## config.mk

```make
export PLATFORM = sky130hd
export DESIGN_NAME = tpn_timer
export DESIGN_NICKNAME = d
export VERILOG_FILES = /design/src/core/tpn_fix_note.sv /design/src/core/tpn_pkg.sv /design/src/core/tpn_sync3.sv /design/src/core/tpn_step_tick.sv /design/src/core/tpn_timer.sv
export SDC_FILE = /design/constraint.sdc
export NUM_CORES = 1
export LEC_CHECK = 0
export ABC_CLOCK_PERIOD_IN_PS = 6480
export BUFFER_PORTS_ARGS = -buffer_cell sky130_fd_sc_hd__buf_2
export CAP_MARGIN = 0
export CORE_MARGIN = 2
export CORE_UTILIZATION = 50
export CTS_CLUSTER_DIAMETER = 200
export CTS_CLUSTER_SIZE = 25
export DETAILED_ROUTE_END_ITERATION = 10
export GPL_TIMING_DRIVEN = 0
export PLACE_DENSITY = 0.63
export SLEW_MARGIN = 20
export SYNTH_ARGS = -nofsm -noshare
export SYNTH_HDL_FRONTEND = slang
export SYNTH_SLANG_ARGS = --single-unit
```

## constraint.sdc

```tcl
create_clock -name clk -period 6.48 [get_ports clk]
set_input_delay 1.944 -clock clk [delete_from_list [all_inputs] [get_ports clk]]
set_output_delay 1.944 -clock clk [all_outputs]
set_load 0.02 [all_outputs]
```

## src/core/tpn_fix_note.sv

```systemverilog
`default_nettype none
`default_nettype wire

```

## src/core/tpn_pkg.sv

```systemverilog
// Purpose: constants shared by the pulse and no-response timer block
// Assumes: 100 MHz clock, 8-bit register port
// Notes: times kept in their printed unit, cycle counts derived here
package tpn_pkg;
  // ---------------------------------------------------------------
  // register offsets
  // ---------------------------------------------------------------
  localparam logic [7:0] ADDR_PROTO = 8'h01;
  localparam logic [7:0] ADDR_PULSE = 8'h06;
  localparam logic [7:0] ADDR_NORESP = 8'h07;
  localparam logic [7:0] ADDR_RXWAIT = 8'h08;
  localparam logic [7:0] ADDR_IRQ_STAT = 8'h0C;
  localparam logic [7:0] ADDR_IRQ_MASK = 8'h0D;
  // ---------------------------------------------------------------
  // reset values and fields
  // ---------------------------------------------------------------
  localparam logic [7:0] RST_PROTO = 8'h00;
  localparam logic [7:0] RST_PULSE = 8'h00;
  localparam logic [7:0] RST_NORESP = 8'h0E;
  localparam logic [7:0] RST_RXWAIT = 8'h1F;
  localparam logic [1:0] RST_IRQ = 2'h0;
  localparam int PROTO_LSB = 0;
  localparam int RATE_LSB = 2;
  localparam int IRQ_NORESP_BIT = 0;
  localparam int IRQ_PULSE_BIT = 1;
  localparam int IRQ_W = 2;
  typedef enum logic [1:0] {
    TPN_VIC_LOW = 2'b00,
    TPN_VIC_HIGH = 2'b01,
    TPN_PROX_A = 2'b10,
    TPN_PROX_OTHER = 2'b11
  } tpn_proto_e;
  // ---------------------------------------------------------------
  // timing
  // ---------------------------------------------------------------
  localparam longint CLK_PS = 10000;
  localparam longint PULSE_STEP_PS = 73700;
  localparam longint NORESP_STEP_PS = 37760000;
  localparam longint RXWAIT_STEP_PS = 9440000;
  localparam longint PL_VIC_NS = 9440;
  localparam longint PL_A106_NS = 2360;
  localparam longint PL_A212_NS = 1400;
  localparam longint PL_A424_NS = 737;
  localparam longint PL_A848_NS = 442;
  localparam logic [9:0] PL_VIC_CYC =
    10'((PL_VIC_NS * 1000 + CLK_PS - 1) / CLK_PS);
  localparam logic [9:0] PL_A106_CYC =
    10'((PL_A106_NS * 1000 + CLK_PS - 1) / CLK_PS);
  localparam logic [9:0] PL_A212_CYC =
    10'((PL_A212_NS * 1000 + CLK_PS - 1) / CLK_PS);
  localparam logic [9:0] PL_A424_CYC =
    10'((PL_A424_NS * 1000 + CLK_PS - 1) / CLK_PS);
  localparam logic [9:0] PL_A848_CYC =
    10'((PL_A848_NS * 1000 + CLK_PS - 1) / CLK_PS);
  localparam longint NR_VIC_LOW_US = 1812;
  localparam longint NR_VIC_HIGH_US = 755;
  localparam longint NR_OTHER_US = 529;
  localparam longint RXW_VIC_US = 293;
  localparam longint RXW_OTHER_US = 66;
  localparam logic [7:0] NR_VIC_LOW =
    8'((NR_VIC_LOW_US * 1000000 + NORESP_STEP_PS / 2) / NORESP_STEP_PS);
  localparam logic [7:0] NR_VIC_HIGH =
    8'((NR_VIC_HIGH_US * 1000000 + NORESP_STEP_PS / 2) / NORESP_STEP_PS);
  localparam logic [7:0] NR_OTHER =
    8'((NR_OTHER_US * 1000000 + NORESP_STEP_PS / 2) / NORESP_STEP_PS);
  localparam logic [7:0] RXW_VIC =
    8'((RXW_VIC_US * 1000000 + RXWAIT_STEP_PS / 2) / RXWAIT_STEP_PS);
  localparam logic [7:0] RXW_OTHER =
    8'((RXW_OTHER_US * 1000000 + RXWAIT_STEP_PS / 2) / RXWAIT_STEP_PS);
endpackage : tpn_pkg

```

## src/core/tpn_sync3.sv

```systemverilog
// Purpose: three-stage synchroniser for a pin level
// Assumes: pin is asynchronous to clk
// Notes: level moves only when stages two and three agree
`timescale 1ns/1ps
`default_nettype none
module tpn_sync3 (
  input wire logic clk,
  input wire logic reset,
  input wire logic pin,
  output logic level
);
  logic s1;
  logic s2;
  logic s3;
  logic next_level;

  always_comb begin
    next_level = level;
    if (s2 == s3) begin
      next_level = s3;
    end
  end

  always_ff @(posedge clk) begin
    if (reset) begin
      s1 <= 1'b0;
      s2 <= 1'b0;
      s3 <= 1'b0;
      level <= 1'b0;
    end else begin
      s1 <= pin;
      s2 <= s1;
      s3 <= s2;
      level <= next_level;
    end
  end
endmodule : tpn_sync3
`default_nettype wire

```

## src/core/tpn_step_tick.sv

```systemverilog
// Purpose: one-cycle enable every STEP_PS on average
// Assumes: STEP_PS not below CLK_PS
// Notes: fractional accumulator, so non-integer steps keep no drift
`timescale 1ns/1ps
`default_nettype none
module tpn_step_tick #(
  parameter longint STEP_PS = 73700,
  parameter longint CLK_PS = 10000
) (
  input wire logic clk,
  input wire logic reset,
  input wire logic clear,
  output logic tick
);
  localparam logic [31:0] STEP = 32'(STEP_PS);
  localparam logic [31:0] INC = 32'(CLK_PS);
  logic [31:0] acc;
  logic [31:0] next_acc;
  logic [31:0] sum;

  if (STEP_PS < CLK_PS || STEP_PS >= 64'h7FFFFFFF) begin : g_chk
    $error("step must lie between one clock and 2^31 ps");
  end

  always_comb begin
    sum = acc + INC;
    tick = 1'b0;
    next_acc = sum;
    if (clear) begin
      next_acc = 32'h0;
    end else if (sum >= STEP) begin
      tick = 1'b1;
      next_acc = sum - STEP;
    end
  end

  always_ff @(posedge clk) begin
    if (reset) begin
      acc <= 32'h0;
    end else begin
      acc <= next_acc;
    end
  end
endmodule : tpn_step_tick
`default_nettype wire

```

## src/core/tpn_timer.sv

```systemverilog
// Purpose: transmit pulse length and receive no-response timing
// Assumes: framing strobes come from logic on clk; en_pin is a pin
// Notes: register port answers reads one cycle after the strobe
//
// How it works
// override zero means pulse length comes from the selected protocol
// nonzero override N gives a pulse of N steps of 73.7 ns
// override clears at reset, while enable low, on protocol write
// protocol pulses 9.44us vicinity; 2.36us,1.4us,737ns,442ns type A
// no-response timer starts at end of transmitted end-of-frame
// expiry without response raises interrupt and sets no-response flag
// no-response value M means M steps of 37.76 us
// no-response register loads 0x0E at reset and while enable low
// protocol write presets 1812us, 755us vicinity, 529us otherwise
// no-response interrupt only while vicinity protocol selected
// receive decoders held after end-of-frame, steps of 9.44 us
// response start before expiry stops timer with no interrupt
`timescale 1ns/1ps
`default_nettype none
module tpn_timer (
  input wire logic clk,
  input wire logic reset,
  input wire logic en_pin,
  input wire logic [7:0] addr,
  input wire logic [7:0] wdata,
  input wire logic wr,
  input wire logic rd,
  output logic [7:0] rdata,
  input wire logic tx_start,
  output logic tx_pulse,
  input wire logic tx_eof_end,
  input wire logic tag_resp_start,
  output logic rx_dec_hold,
  output logic noresp_busy,
  output logic irq
);
  typedef enum logic {
    TPN_IDLE = 1'b0,
    TPN_RUN = 1'b1
  } tpn_run_e;

  // ---------------------------------------------------------------
  // enable pin and step enables
  // ---------------------------------------------------------------
  logic en_ok;
  logic pulse_tick;
  logic nr_tick;
  logic rxw_tick;

  tpn_sync3 u_en (
    .clk(clk),
    .reset(reset),
    .pin(en_pin),
    .level(en_ok)
  );

  tpn_step_tick #(
    .STEP_PS(tpn_pkg::PULSE_STEP_PS),
    .CLK_PS(tpn_pkg::CLK_PS)
  ) u_pulse_tick (
    .clk(clk),
    .reset(reset),
    .clear(tx_start && !tx_pulse),
    .tick(pulse_tick)
  );

  tpn_step_tick #(
    .STEP_PS(tpn_pkg::NORESP_STEP_PS),
    .CLK_PS(tpn_pkg::CLK_PS)
  ) u_nr_tick (
    .clk(clk),
    .reset(reset),
    .clear(tx_eof_end && !noresp_busy),
    .tick(nr_tick)
  );

  tpn_step_tick #(
    .STEP_PS(tpn_pkg::RXWAIT_STEP_PS),
    .CLK_PS(tpn_pkg::CLK_PS)
  ) u_rxw_tick (
    .clk(clk),
    .reset(reset),
    .clear(tx_eof_end),
    .tick(rxw_tick)
  );

  // ---------------------------------------------------------------
  // configuration registers
  // ---------------------------------------------------------------
  logic [7:0] proto_sel;
  logic [7:0] pulse_ovr;
  logic [7:0] noresp;
  logic [7:0] rxwait;
  logic [tpn_pkg::IRQ_W-1:0] irq_mask;
  logic [7:0] next_proto_sel;
  logic [7:0] next_pulse_ovr;
  logic [7:0] next_noresp;
  logic [7:0] next_rxwait;
  logic [tpn_pkg::IRQ_W-1:0] next_irq_mask;
  tpn_pkg::tpn_proto_e proto_new;
  tpn_pkg::tpn_proto_e proto_cur;
  logic vicinity;

  always_comb begin
    proto_new = tpn_pkg::tpn_proto_e'(wdata[tpn_pkg::PROTO_LSB +: 2]);
    next_proto_sel = proto_sel;
    next_pulse_ovr = pulse_ovr;
    next_noresp = noresp;
    next_rxwait = rxwait;
    next_irq_mask = irq_mask;
    if (!en_ok) begin
      next_proto_sel = tpn_pkg::RST_PROTO;
      next_pulse_ovr = tpn_pkg::RST_PULSE;
      next_noresp = tpn_pkg::RST_NORESP;
      next_rxwait = tpn_pkg::RST_RXWAIT;
    end else if (wr) begin
      case (addr)
        tpn_pkg::ADDR_PROTO: begin
          next_proto_sel = wdata;
          next_pulse_ovr = 8'h00;
          case (proto_new)
            tpn_pkg::TPN_VIC_LOW: begin
              next_noresp = tpn_pkg::NR_VIC_LOW;
              next_rxwait = tpn_pkg::RXW_VIC;
            end
            tpn_pkg::TPN_VIC_HIGH: begin
              next_noresp = tpn_pkg::NR_VIC_HIGH;
              next_rxwait = tpn_pkg::RXW_VIC;
            end
            default: begin
              next_noresp = tpn_pkg::NR_OTHER;
              next_rxwait = tpn_pkg::RXW_OTHER;
            end
          endcase
        end
        tpn_pkg::ADDR_PULSE: next_pulse_ovr = wdata;
        tpn_pkg::ADDR_NORESP: next_noresp = wdata;
        tpn_pkg::ADDR_RXWAIT: next_rxwait = wdata;
        tpn_pkg::ADDR_IRQ_MASK: next_irq_mask = wdata[tpn_pkg::IRQ_W-1:0];
        default: next_proto_sel = proto_sel;
      endcase
    end
  end

  always_ff @(posedge clk) begin
    if (reset) begin
      proto_sel <= tpn_pkg::RST_PROTO;
      pulse_ovr <= tpn_pkg::RST_PULSE;
      noresp <= tpn_pkg::RST_NORESP;
      rxwait <= tpn_pkg::RST_RXWAIT;
      irq_mask <= tpn_pkg::RST_IRQ;
    end else begin
      proto_sel <= next_proto_sel;
      pulse_ovr <= next_pulse_ovr;
      noresp <= next_noresp;
      rxwait <= next_rxwait;
      irq_mask <= next_irq_mask;
    end
  end

  assign proto_cur = tpn_pkg::tpn_proto_e'(proto_sel[tpn_pkg::PROTO_LSB +: 2]);
  assign vicinity = (proto_cur == tpn_pkg::TPN_VIC_LOW) ||
                    (proto_cur == tpn_pkg::TPN_VIC_HIGH);

  // ---------------------------------------------------------------
  // transmit modulation pulse
  // ---------------------------------------------------------------
  tpn_run_e p_state;
  tpn_run_e next_p_state;
  logic [9:0] p_cnt;
  logic [9:0] next_p_cnt;
  logic [9:0] p_limit;
  logic p_inc;
  logic pulse_done;

  always_comb begin
    p_limit = tpn_pkg::PL_A106_CYC;
    if (pulse_ovr != 8'h00) begin
      p_limit = {2'b00, pulse_ovr};
    end else if (vicinity) begin
      p_limit = tpn_pkg::PL_VIC_CYC;
    end else begin
      case (proto_sel[tpn_pkg::RATE_LSB +: 2])
        2'h1: p_limit = tpn_pkg::PL_A212_CYC;
        2'h2: p_limit = tpn_pkg::PL_A424_CYC;
        2'h3: p_limit = tpn_pkg::PL_A848_CYC;
        default: p_limit = tpn_pkg::PL_A106_CYC;
      endcase
    end
    // override counts 73.7 ns steps, protocol length counts cycles
    p_inc = (pulse_ovr != 8'h00) ? pulse_tick : 1'b1;
    next_p_state = p_state;
    next_p_cnt = p_cnt;
    pulse_done = 1'b0;
    case (p_state)
      TPN_IDLE: begin
        if (tx_start && en_ok) begin
          next_p_state = TPN_RUN;
          next_p_cnt = 10'h000;
        end
      end
      TPN_RUN: begin
        if (!en_ok) begin
          next_p_state = TPN_IDLE;
        end else if (p_inc) begin
          if (p_cnt + 10'h001 >= p_limit) begin
            next_p_state = TPN_IDLE;
            pulse_done = 1'b1;
          end else begin
            next_p_cnt = p_cnt + 10'h001;
          end
        end
      end
      default: next_p_state = TPN_IDLE;
    endcase
  end

  always_ff @(posedge clk) begin
    if (reset) begin
      p_state <= TPN_IDLE;
      p_cnt <= 10'h000;
    end else begin
      p_state <= next_p_state;
      p_cnt <= next_p_cnt;
    end
  end

  assign tx_pulse = (p_state == TPN_RUN);

  // ---------------------------------------------------------------
  // no-response timer and receive hold-off
  // ---------------------------------------------------------------
  tpn_run_e n_state;
  tpn_run_e next_n_state;
  logic [7:0] n_cnt;
  logic [7:0] next_n_cnt;
  logic [7:0] h_cnt;
  logic [7:0] next_h_cnt;
  logic nr_expire;

  always_comb begin
    next_n_state = n_state;
    next_n_cnt = n_cnt;
    nr_expire = 1'b0;
    case (n_state)
      TPN_IDLE: begin
        // zero wait is treated as timer off
        if (tx_eof_end && en_ok && noresp != 8'h00) begin
          next_n_state = TPN_RUN;
          next_n_cnt = 8'h00;
        end
      end
      TPN_RUN: begin
        if (!en_ok || tag_resp_start) begin
          next_n_state = TPN_IDLE;
        end else if (nr_tick) begin
          if (n_cnt + 8'h01 >= noresp) begin
            next_n_state = TPN_IDLE;
            nr_expire = vicinity;
          end else begin
            next_n_cnt = n_cnt + 8'h01;
          end
        end
      end
      default: next_n_state = TPN_IDLE;
    endcase
    next_h_cnt = h_cnt;
    if (!en_ok) begin
      next_h_cnt = 8'h00;
    end else if (tx_eof_end) begin
      next_h_cnt = rxwait;
    end else if (rxw_tick && h_cnt != 8'h00) begin
      next_h_cnt = h_cnt - 8'h01;
    end
  end

  always_ff @(posedge clk) begin
    if (reset) begin
      n_state <= TPN_IDLE;
      n_cnt <= 8'h00;
      h_cnt <= 8'h00;
    end else begin
      n_state <= next_n_state;
      n_cnt <= next_n_cnt;
      h_cnt <= next_h_cnt;
    end
  end

  assign noresp_busy = (n_state == TPN_RUN);
  assign rx_dec_hold = (h_cnt != 8'h00);

  // ---------------------------------------------------------------
  // interrupt status and read port
  // ---------------------------------------------------------------
  logic [tpn_pkg::IRQ_W-1:0] irq_stat;
  logic [tpn_pkg::IRQ_W-1:0] next_irq_stat;
  logic [tpn_pkg::IRQ_W-1:0] irq_set;
  logic [tpn_pkg::IRQ_W-1:0] irq_clr;
  logic [7:0] next_rdata;

  always_comb begin
    irq_set = '0;
    irq_set[tpn_pkg::IRQ_NORESP_BIT] = nr_expire;
    irq_set[tpn_pkg::IRQ_PULSE_BIT] = pulse_done;
    irq_clr = '0;
    if (wr && addr == tpn_pkg::ADDR_IRQ_STAT) begin
      irq_clr = wdata[tpn_pkg::IRQ_W-1:0];
    end
    // set wins so an event in the clearing cycle survives
    next_irq_stat = (irq_stat & ~irq_clr) | irq_set;
    next_rdata = 8'h00;
    if (rd) begin
      case (addr)
        tpn_pkg::ADDR_PROTO: next_rdata = proto_sel;
        tpn_pkg::ADDR_PULSE: next_rdata = pulse_ovr;
        tpn_pkg::ADDR_NORESP: next_rdata = noresp;
        tpn_pkg::ADDR_RXWAIT: next_rdata = rxwait;
        tpn_pkg::ADDR_IRQ_STAT: next_rdata = {6'h00, irq_stat};
        tpn_pkg::ADDR_IRQ_MASK: next_rdata = {6'h00, irq_mask};
        default: next_rdata = 8'h00;
      endcase
    end
  end

  always_ff @(posedge clk) begin
    if (reset) begin
      irq_stat <= tpn_pkg::RST_IRQ;
      rdata <= 8'h00;
    end else begin
      irq_stat <= next_irq_stat;
      rdata <= next_rdata;
    end
  end

  assign irq = |(irq_stat & irq_mask);
endmodule : tpn_timer
`default_nettype wire

```

# [After elaboration in Yosys (flattened, before gate mapping)]
# Index checks and enable logic that the tools add are counted.
[totals] reg_bits=172 in_bits=24 out_inout_bits=12 word_cells=146
[op_classes] add_sub_neg=9 n_lt_le_gt_ge=5 n_eq_ne=20 muxes=50 bitwise=8 n_reduce_logical=35
[ops] op="adder 32 x 14 -> 32 bit, second input constant" count=3
[ops] op="2-to-1 mux 32 bit" count=3
[ops] op="case mux 8 bit (2 select lines)" count=4
[ops] op="2-to-1 mux 10 bit" count=6
[ops] op="2-to-1 mux 8 bit" count=6
[ops] op="case mux 8 bit (6 select lines)" count=1
[ops] op=">= comparator 32 x 17 -> 1 bit, second input constant" count=1
[ops] op=">= comparator 32 x 24 -> 1 bit, second input constant" count=1
[ops] op=">= comparator 32 x 26 -> 1 bit, second input constant" count=1
[ops] op="subtractor 32 x 17 -> 32 bit, second input constant" count=1
[ops] op="subtractor 32 x 24 -> 32 bit, second input constant" count=1
[ops] op="subtractor 32 x 26 -> 32 bit, second input constant" count=1
[ops] op="equality test 8 x 4 -> 1 bit, second input constant" count=3
[ops] op="case mux 8 bit (3 select lines)" count=1
[ops] op="nonzero test 8 bit" count=3
[ops] op="2-to-1 mux 1 bit" count=23
[ops] op="case mux 10 bit (2 select lines)" count=1
[ops] op="equality test 8 x 3 -> 1 bit, second input constant" count=2
[ops] op="OR reduction 2 bit" count=7
[ops] op="!= test 2 bit, second input constant" count=6
[ops] op="case mux 6 bit (2 select lines)" count=1
[ops] op="adder 10 x 1 -> 10 bit, second input constant" count=1
[ops] op=">= comparator 10 bit" count=1
[ops] op="adder 8 x 1 -> 8 bit, second input constant" count=1
[ops] op="other kinds (22)" count=48

# [Longest topological paths before layout]
[logic_depth] depth_word=10 mapped_depth=17 depth_no_buf=15

# [By module]
# A second synthesis with hierarchy kept.
[unflattened] hier_cells=1438 area_unflattened_um2=11442.2
[by_module_without_submodules] module="tpn_timer" instances=1 cells_each=514 area_per_inst_um2=4171.5 seq_area_each_um2=1441.4
[by_module_without_submodules] module="tpn_step_tick (u_pulse_tick)" instances=1 cells_each=332 area_per_inst_um2=2597.5 seq_area_each_um2=600.6
[by_module_without_submodules] module="tpn_step_tick (u_nr_tick)" instances=1 cells_each=300 area_per_inst_um2=2377.3 seq_area_each_um2=560.5
[by_module_without_submodules] module="tpn_step_tick (u_rxw_tick)" instances=1 cells_each=282 area_per_inst_um2=2183.3 seq_area_each_um2=560.5
[by_module_without_submodules] module="tpn_sync3" instances=1 cells_each=10 area_per_inst_um2=112.6 seq_area_each_um2=80.1

# [Worst setup path before layout]
# No wires, ideal clock.
[synth_path] path_type="input port to flip-flop" startpoint="input addr[5]" endpoint="register rxwait[1]" setup_time_ns=0.128 t_arrival_ns=4.132 required_ns=6.352 slack_ns=2.220 stages=7 path_buffers=1 path_cell_list="or4_1 > nor3b_1 > nor3b_1 > clkbuf_1 > nand2_1 > o22ai_1 > nand2_1"
[synth_between] elab_chain_cells=3 elab_cells_between_ends=5 classes_between="eq/ne (2); mux (1); reduce/logical (2)"
[synth_lines] item="start: declaration" line_no="tpn_timer.sv:24" text="input wire logic [7:0] addr,"
[synth_lines] item="equality test 8 x 4 -> 1 bit or equality test 8 x 1 -> 1 bit (tied branches)" line_no="tpn_timer.sv:117" text="case (addr)"
[synth_lines] item="nonzero test 2 bit (no source line)"
[synth_lines] item="AND reduction 2 bit (no source line)"
[synth_lines] item="end signal: assignment" line_no="tpn_timer.sv:150" text="rxwait <= tpn_pkg::RST_RXWAIT;"
[synth_lines] item="end signal: assignment" line_no="tpn_timer.sv:156" text="rxwait <= next_rxwait;"
[synth_lines] item="end: declaration" line_no="tpn_timer.sv:93" text="logic [7:0] rxwait;"
# Parallel ways exist; a longest one is shown, timed or not.
# A chain may end at the register's enable or synchronous reset.

# [Worst setup path after layout]
# Ends and elaborated chain as after synthesis.

==> metrics.txt <==
status=completed; Syn Std Cell Area=11130 µm²; layout cells sized above 1=9.731%; wire per inst=16.78 µm; clock share of power=21.1%; initial core utilization=51.00%; routability cong.=0.8851; EDFF count, synth=0; Post-CTS Setup Inserts=0; Synth area leader=dfxtp_1; unrepaired setup endpoints after global routing=no; CP Launch Type=input port; number of vias per cell=5.985; Area growth syn-to-layout=9.993%; #FFs+latches synth=162; initial antenna violation count=1; Crit path largest cell delay=0.72 ns; overall routing resource usage=24.45%; top post-synthesis cells by area=dfxtp_1 (29%), xnor2_1 (8.3%), nor2_1 (5.0%); Sequential cell area=3243 µm²; Yosys warning count=0; critical path arrival=4.81 ns; Rows=54; Comb power frac=53.0%; maximum capacitance violations=0; Seq pwr share=25.8%; Worst-path clk slew=0.07 ns; fin util=56.10%; Place WS=1.637 ns; DRC=0; Crit-path slowest cell=nor3b_1; cts repair resizes=0; clk sinks=162; asr flop ratio synth=0%; Switching Fraction=44.18%; Period minus WS final=4.499 ns; Static Leak=4.307 nW; Die Wd=153.2 µm; Fill cells=2104; total grt overflow=0; CTS tree=built; post-route worst setup slack=1.981 ns; Worst Setup Path Type=in2reg; Worst setup EP type=flip-flop; crit path buf inv count=2; most frequent cells in the layout=dfxtp_1 (162), nor2_1 (149), nand2_1 (124); Yosys cell types=95; Final HPWL DP=21300 µm; Max Clk Rate=0.2223 GHz; pwr/cell area=408.7 nW/µm²; CTS root buf=clkbuf_16; VDD IR max=0.0002178 V; post-route ant nets=0; Synth Net Count=1448; Hold Crit Class=reg2reg; Port Buffer Count=31; Multi-input gate area=7378 µm²; post-synth top area share=29.14%; core outline area=21820 µm²; DR pass1 iterations=5; Largest delay share family, worst path=simple AND/OR/NAND/NOR gates; # hold bufs at CTS=0; largest net degree at the start of global routing=17; sequential fraction of the synthesis area=29.14%; first-pass GRT wire length=47980 µm; commonest non-fill, non-tap cell in the layout=dfxtp_1; Tcrit/Tclk final=69.42%; total wire length=29030 µm; htree depth=4; initial detailed-routing violation count=725; Internal=2.793 mW; Longest Clk Path Bufs=2; number of global-route vias before repair=9620; height of the die=153.2 µm; vias=10.35k; total CTS buffers=17; Post-synth top flop=dfxtp_1; Avg Synthesized Cell Area=8.025 µm²; Setup Viol. Count Final=0; max_slew headroom=36.93%; DP Area=11640 µm²; clock latency at the later pin of the worst-skew pair=0.44 ns; maximum fanout along the worst path=10; CP cell instances=buf_2 -> or4_1 -> nor3b_1 -> nor3b_1 -> clkbuf_1 -> nand2_1 -> o22ai_1 -> nand2_1; die area=23470 µm²; Gate Count Post-Synth=1387; nets@finish=1498; Final Hold Viols=0; final instance area=12240 µm²; WP data required=6.79 ns; Worst Tran Pin Value=0.9431 ns; IO Count=36; setup_tns=0 ns; Net Sw Power=2.211 mW; Slew Limit Fails=0; Worst Skew=0.01330 ns
-- registers in the layout, summed over array words and instances, names as in the netlist --
register,cells
h_cnt,8
irq_mask,2
irq_stat,2
n_cnt,8
noresp,8
noresp_busy,1
p_cnt,10
proto_sel,8
pulse_ovr,8
rdata,8
rxwait,8
tx_pulse,1
u_en.level,1
u_en.s1,1
u_en.s2,1
u_en.s3,1
u_nr_tick.acc,28
u_pulse_tick.acc,30
u_rxw_tick.acc,28
-- synthesized netlist by cell type (6+ instances only) --
cell	n
a211o_1	7
a211oi_1	31
a21o_1	20
a21oi_1	80
a21oi_2	6
a222oi_1	7
a31oi_1	13
a32oi_1	7
and2_1	15
and3_1	16
and4_1	12
buf_2	10
clkbuf_1	50
dfxtp_1	162
ha_1	37
inv_1	45
mux2_2	10
mux2i_1	12
nand2_1	124
nand2b_1	12
nand3_1	60
nand3b_1	12
nand4_1	24
nor2_1	149
nor2b_1	13
nor3_1	34
nor3b_1	7
nor4_1	18
o211ai_1	10
o21a_1	9
o21ai_0	55
o22ai_1	9
o311ai_0	8
o32ai_1	7
or3_1	21
or4_1	9
xnor2_1	106
xor2_1	36
-- power by group through the flow --
stage	Combinational (mW)	Clock (mW)	Sequential [mW]
2_1_floorplan	2.11	0	1.27
3_3_place_gp	2.59	0	1.31
3_5_place_dp	2.62	0	1.31
4_1_cts	2.64	1.09	1.29
5_1_grt	2.91	1.12	1.31
6_report	2.65	1.06	1.29
-- per-layer routing --
layer	vias up	track usage (%)	part of all wire, %
met5	-	0	0
met4	0	6.173	1.1
met3	29	3.289	4.1
met2	214	40.01	46
met1	4949	34.09	49
li1	5162	-	-
-- through the flow --
step | power (mW) | instances | hold WS (ns)
global route | 5.339 | 1729 | 0.4662
finish | 5.003 | 1730 | 0.4445
CTS | 5.010 | 1729 | 0.4493
global placement | 3.897 | 1698 | 0.4339
floorplan | 3.378 | 1387 | 0.4138
detailed placement | 3.928 | 1698 | 0.4287
-- cells by family (layout without fill, tap and decap cells) --
group                    Yosys count  after routing  share of synthesized area (%)
AO/OA/AOI/OAI                    346            346                          22.97
XOR/XNOR                         142            142                          11.17
adder cells (fa/ha/maj)           37             37                          4.159
buffers and inverters            119            181                          4.575
flip-flops                       162            162                          29.14
multiplexers                      23             23                          2.215
other                              0              1                              0
AND/OR/NAND/NOR                  558            558                          25.78
-- area by class of cell --
class,instances,area share [%]
diodes,1,0.02044
flip-flops and latches,162,26.49
repair buffers,31,1.267
inverters,45,1.380
clock buffers,18,3.587
clock inverters,13,1.349
well taps,280,2.862
multi-input cells,1106,60.27
plain buffers,74,2.780
-- path summary, 6_finish.rpt --
path                                         from  cells past startpoint        end  slack, ns
worst min register to register            u_en.s1                      1    u_en.s2       0.44
worst max register to register  u_rxw_tick.acc[4]                     10   h_cnt[1]       2.51
worst max-delay path                      addr[5]                      8  rxwait[1]       1.98
worst min-delay path                      u_en.s1                      1    u_en.s2       0.44
-- worst register-to-register path: stages, from the launching register on --
cell	delay, ns
dfxtp_1	0.44
ha_1	0.26
nand3_1	0.16
a211o_1	0.40
nor3_2	0.49
nand4_1	0.21
a21boi_0	0.49
o2111ai_1	0.48
nor2_2	0.60
o22ai_1	0.16
o31ai_1	0.21
(Power assumes the default switching activity.)
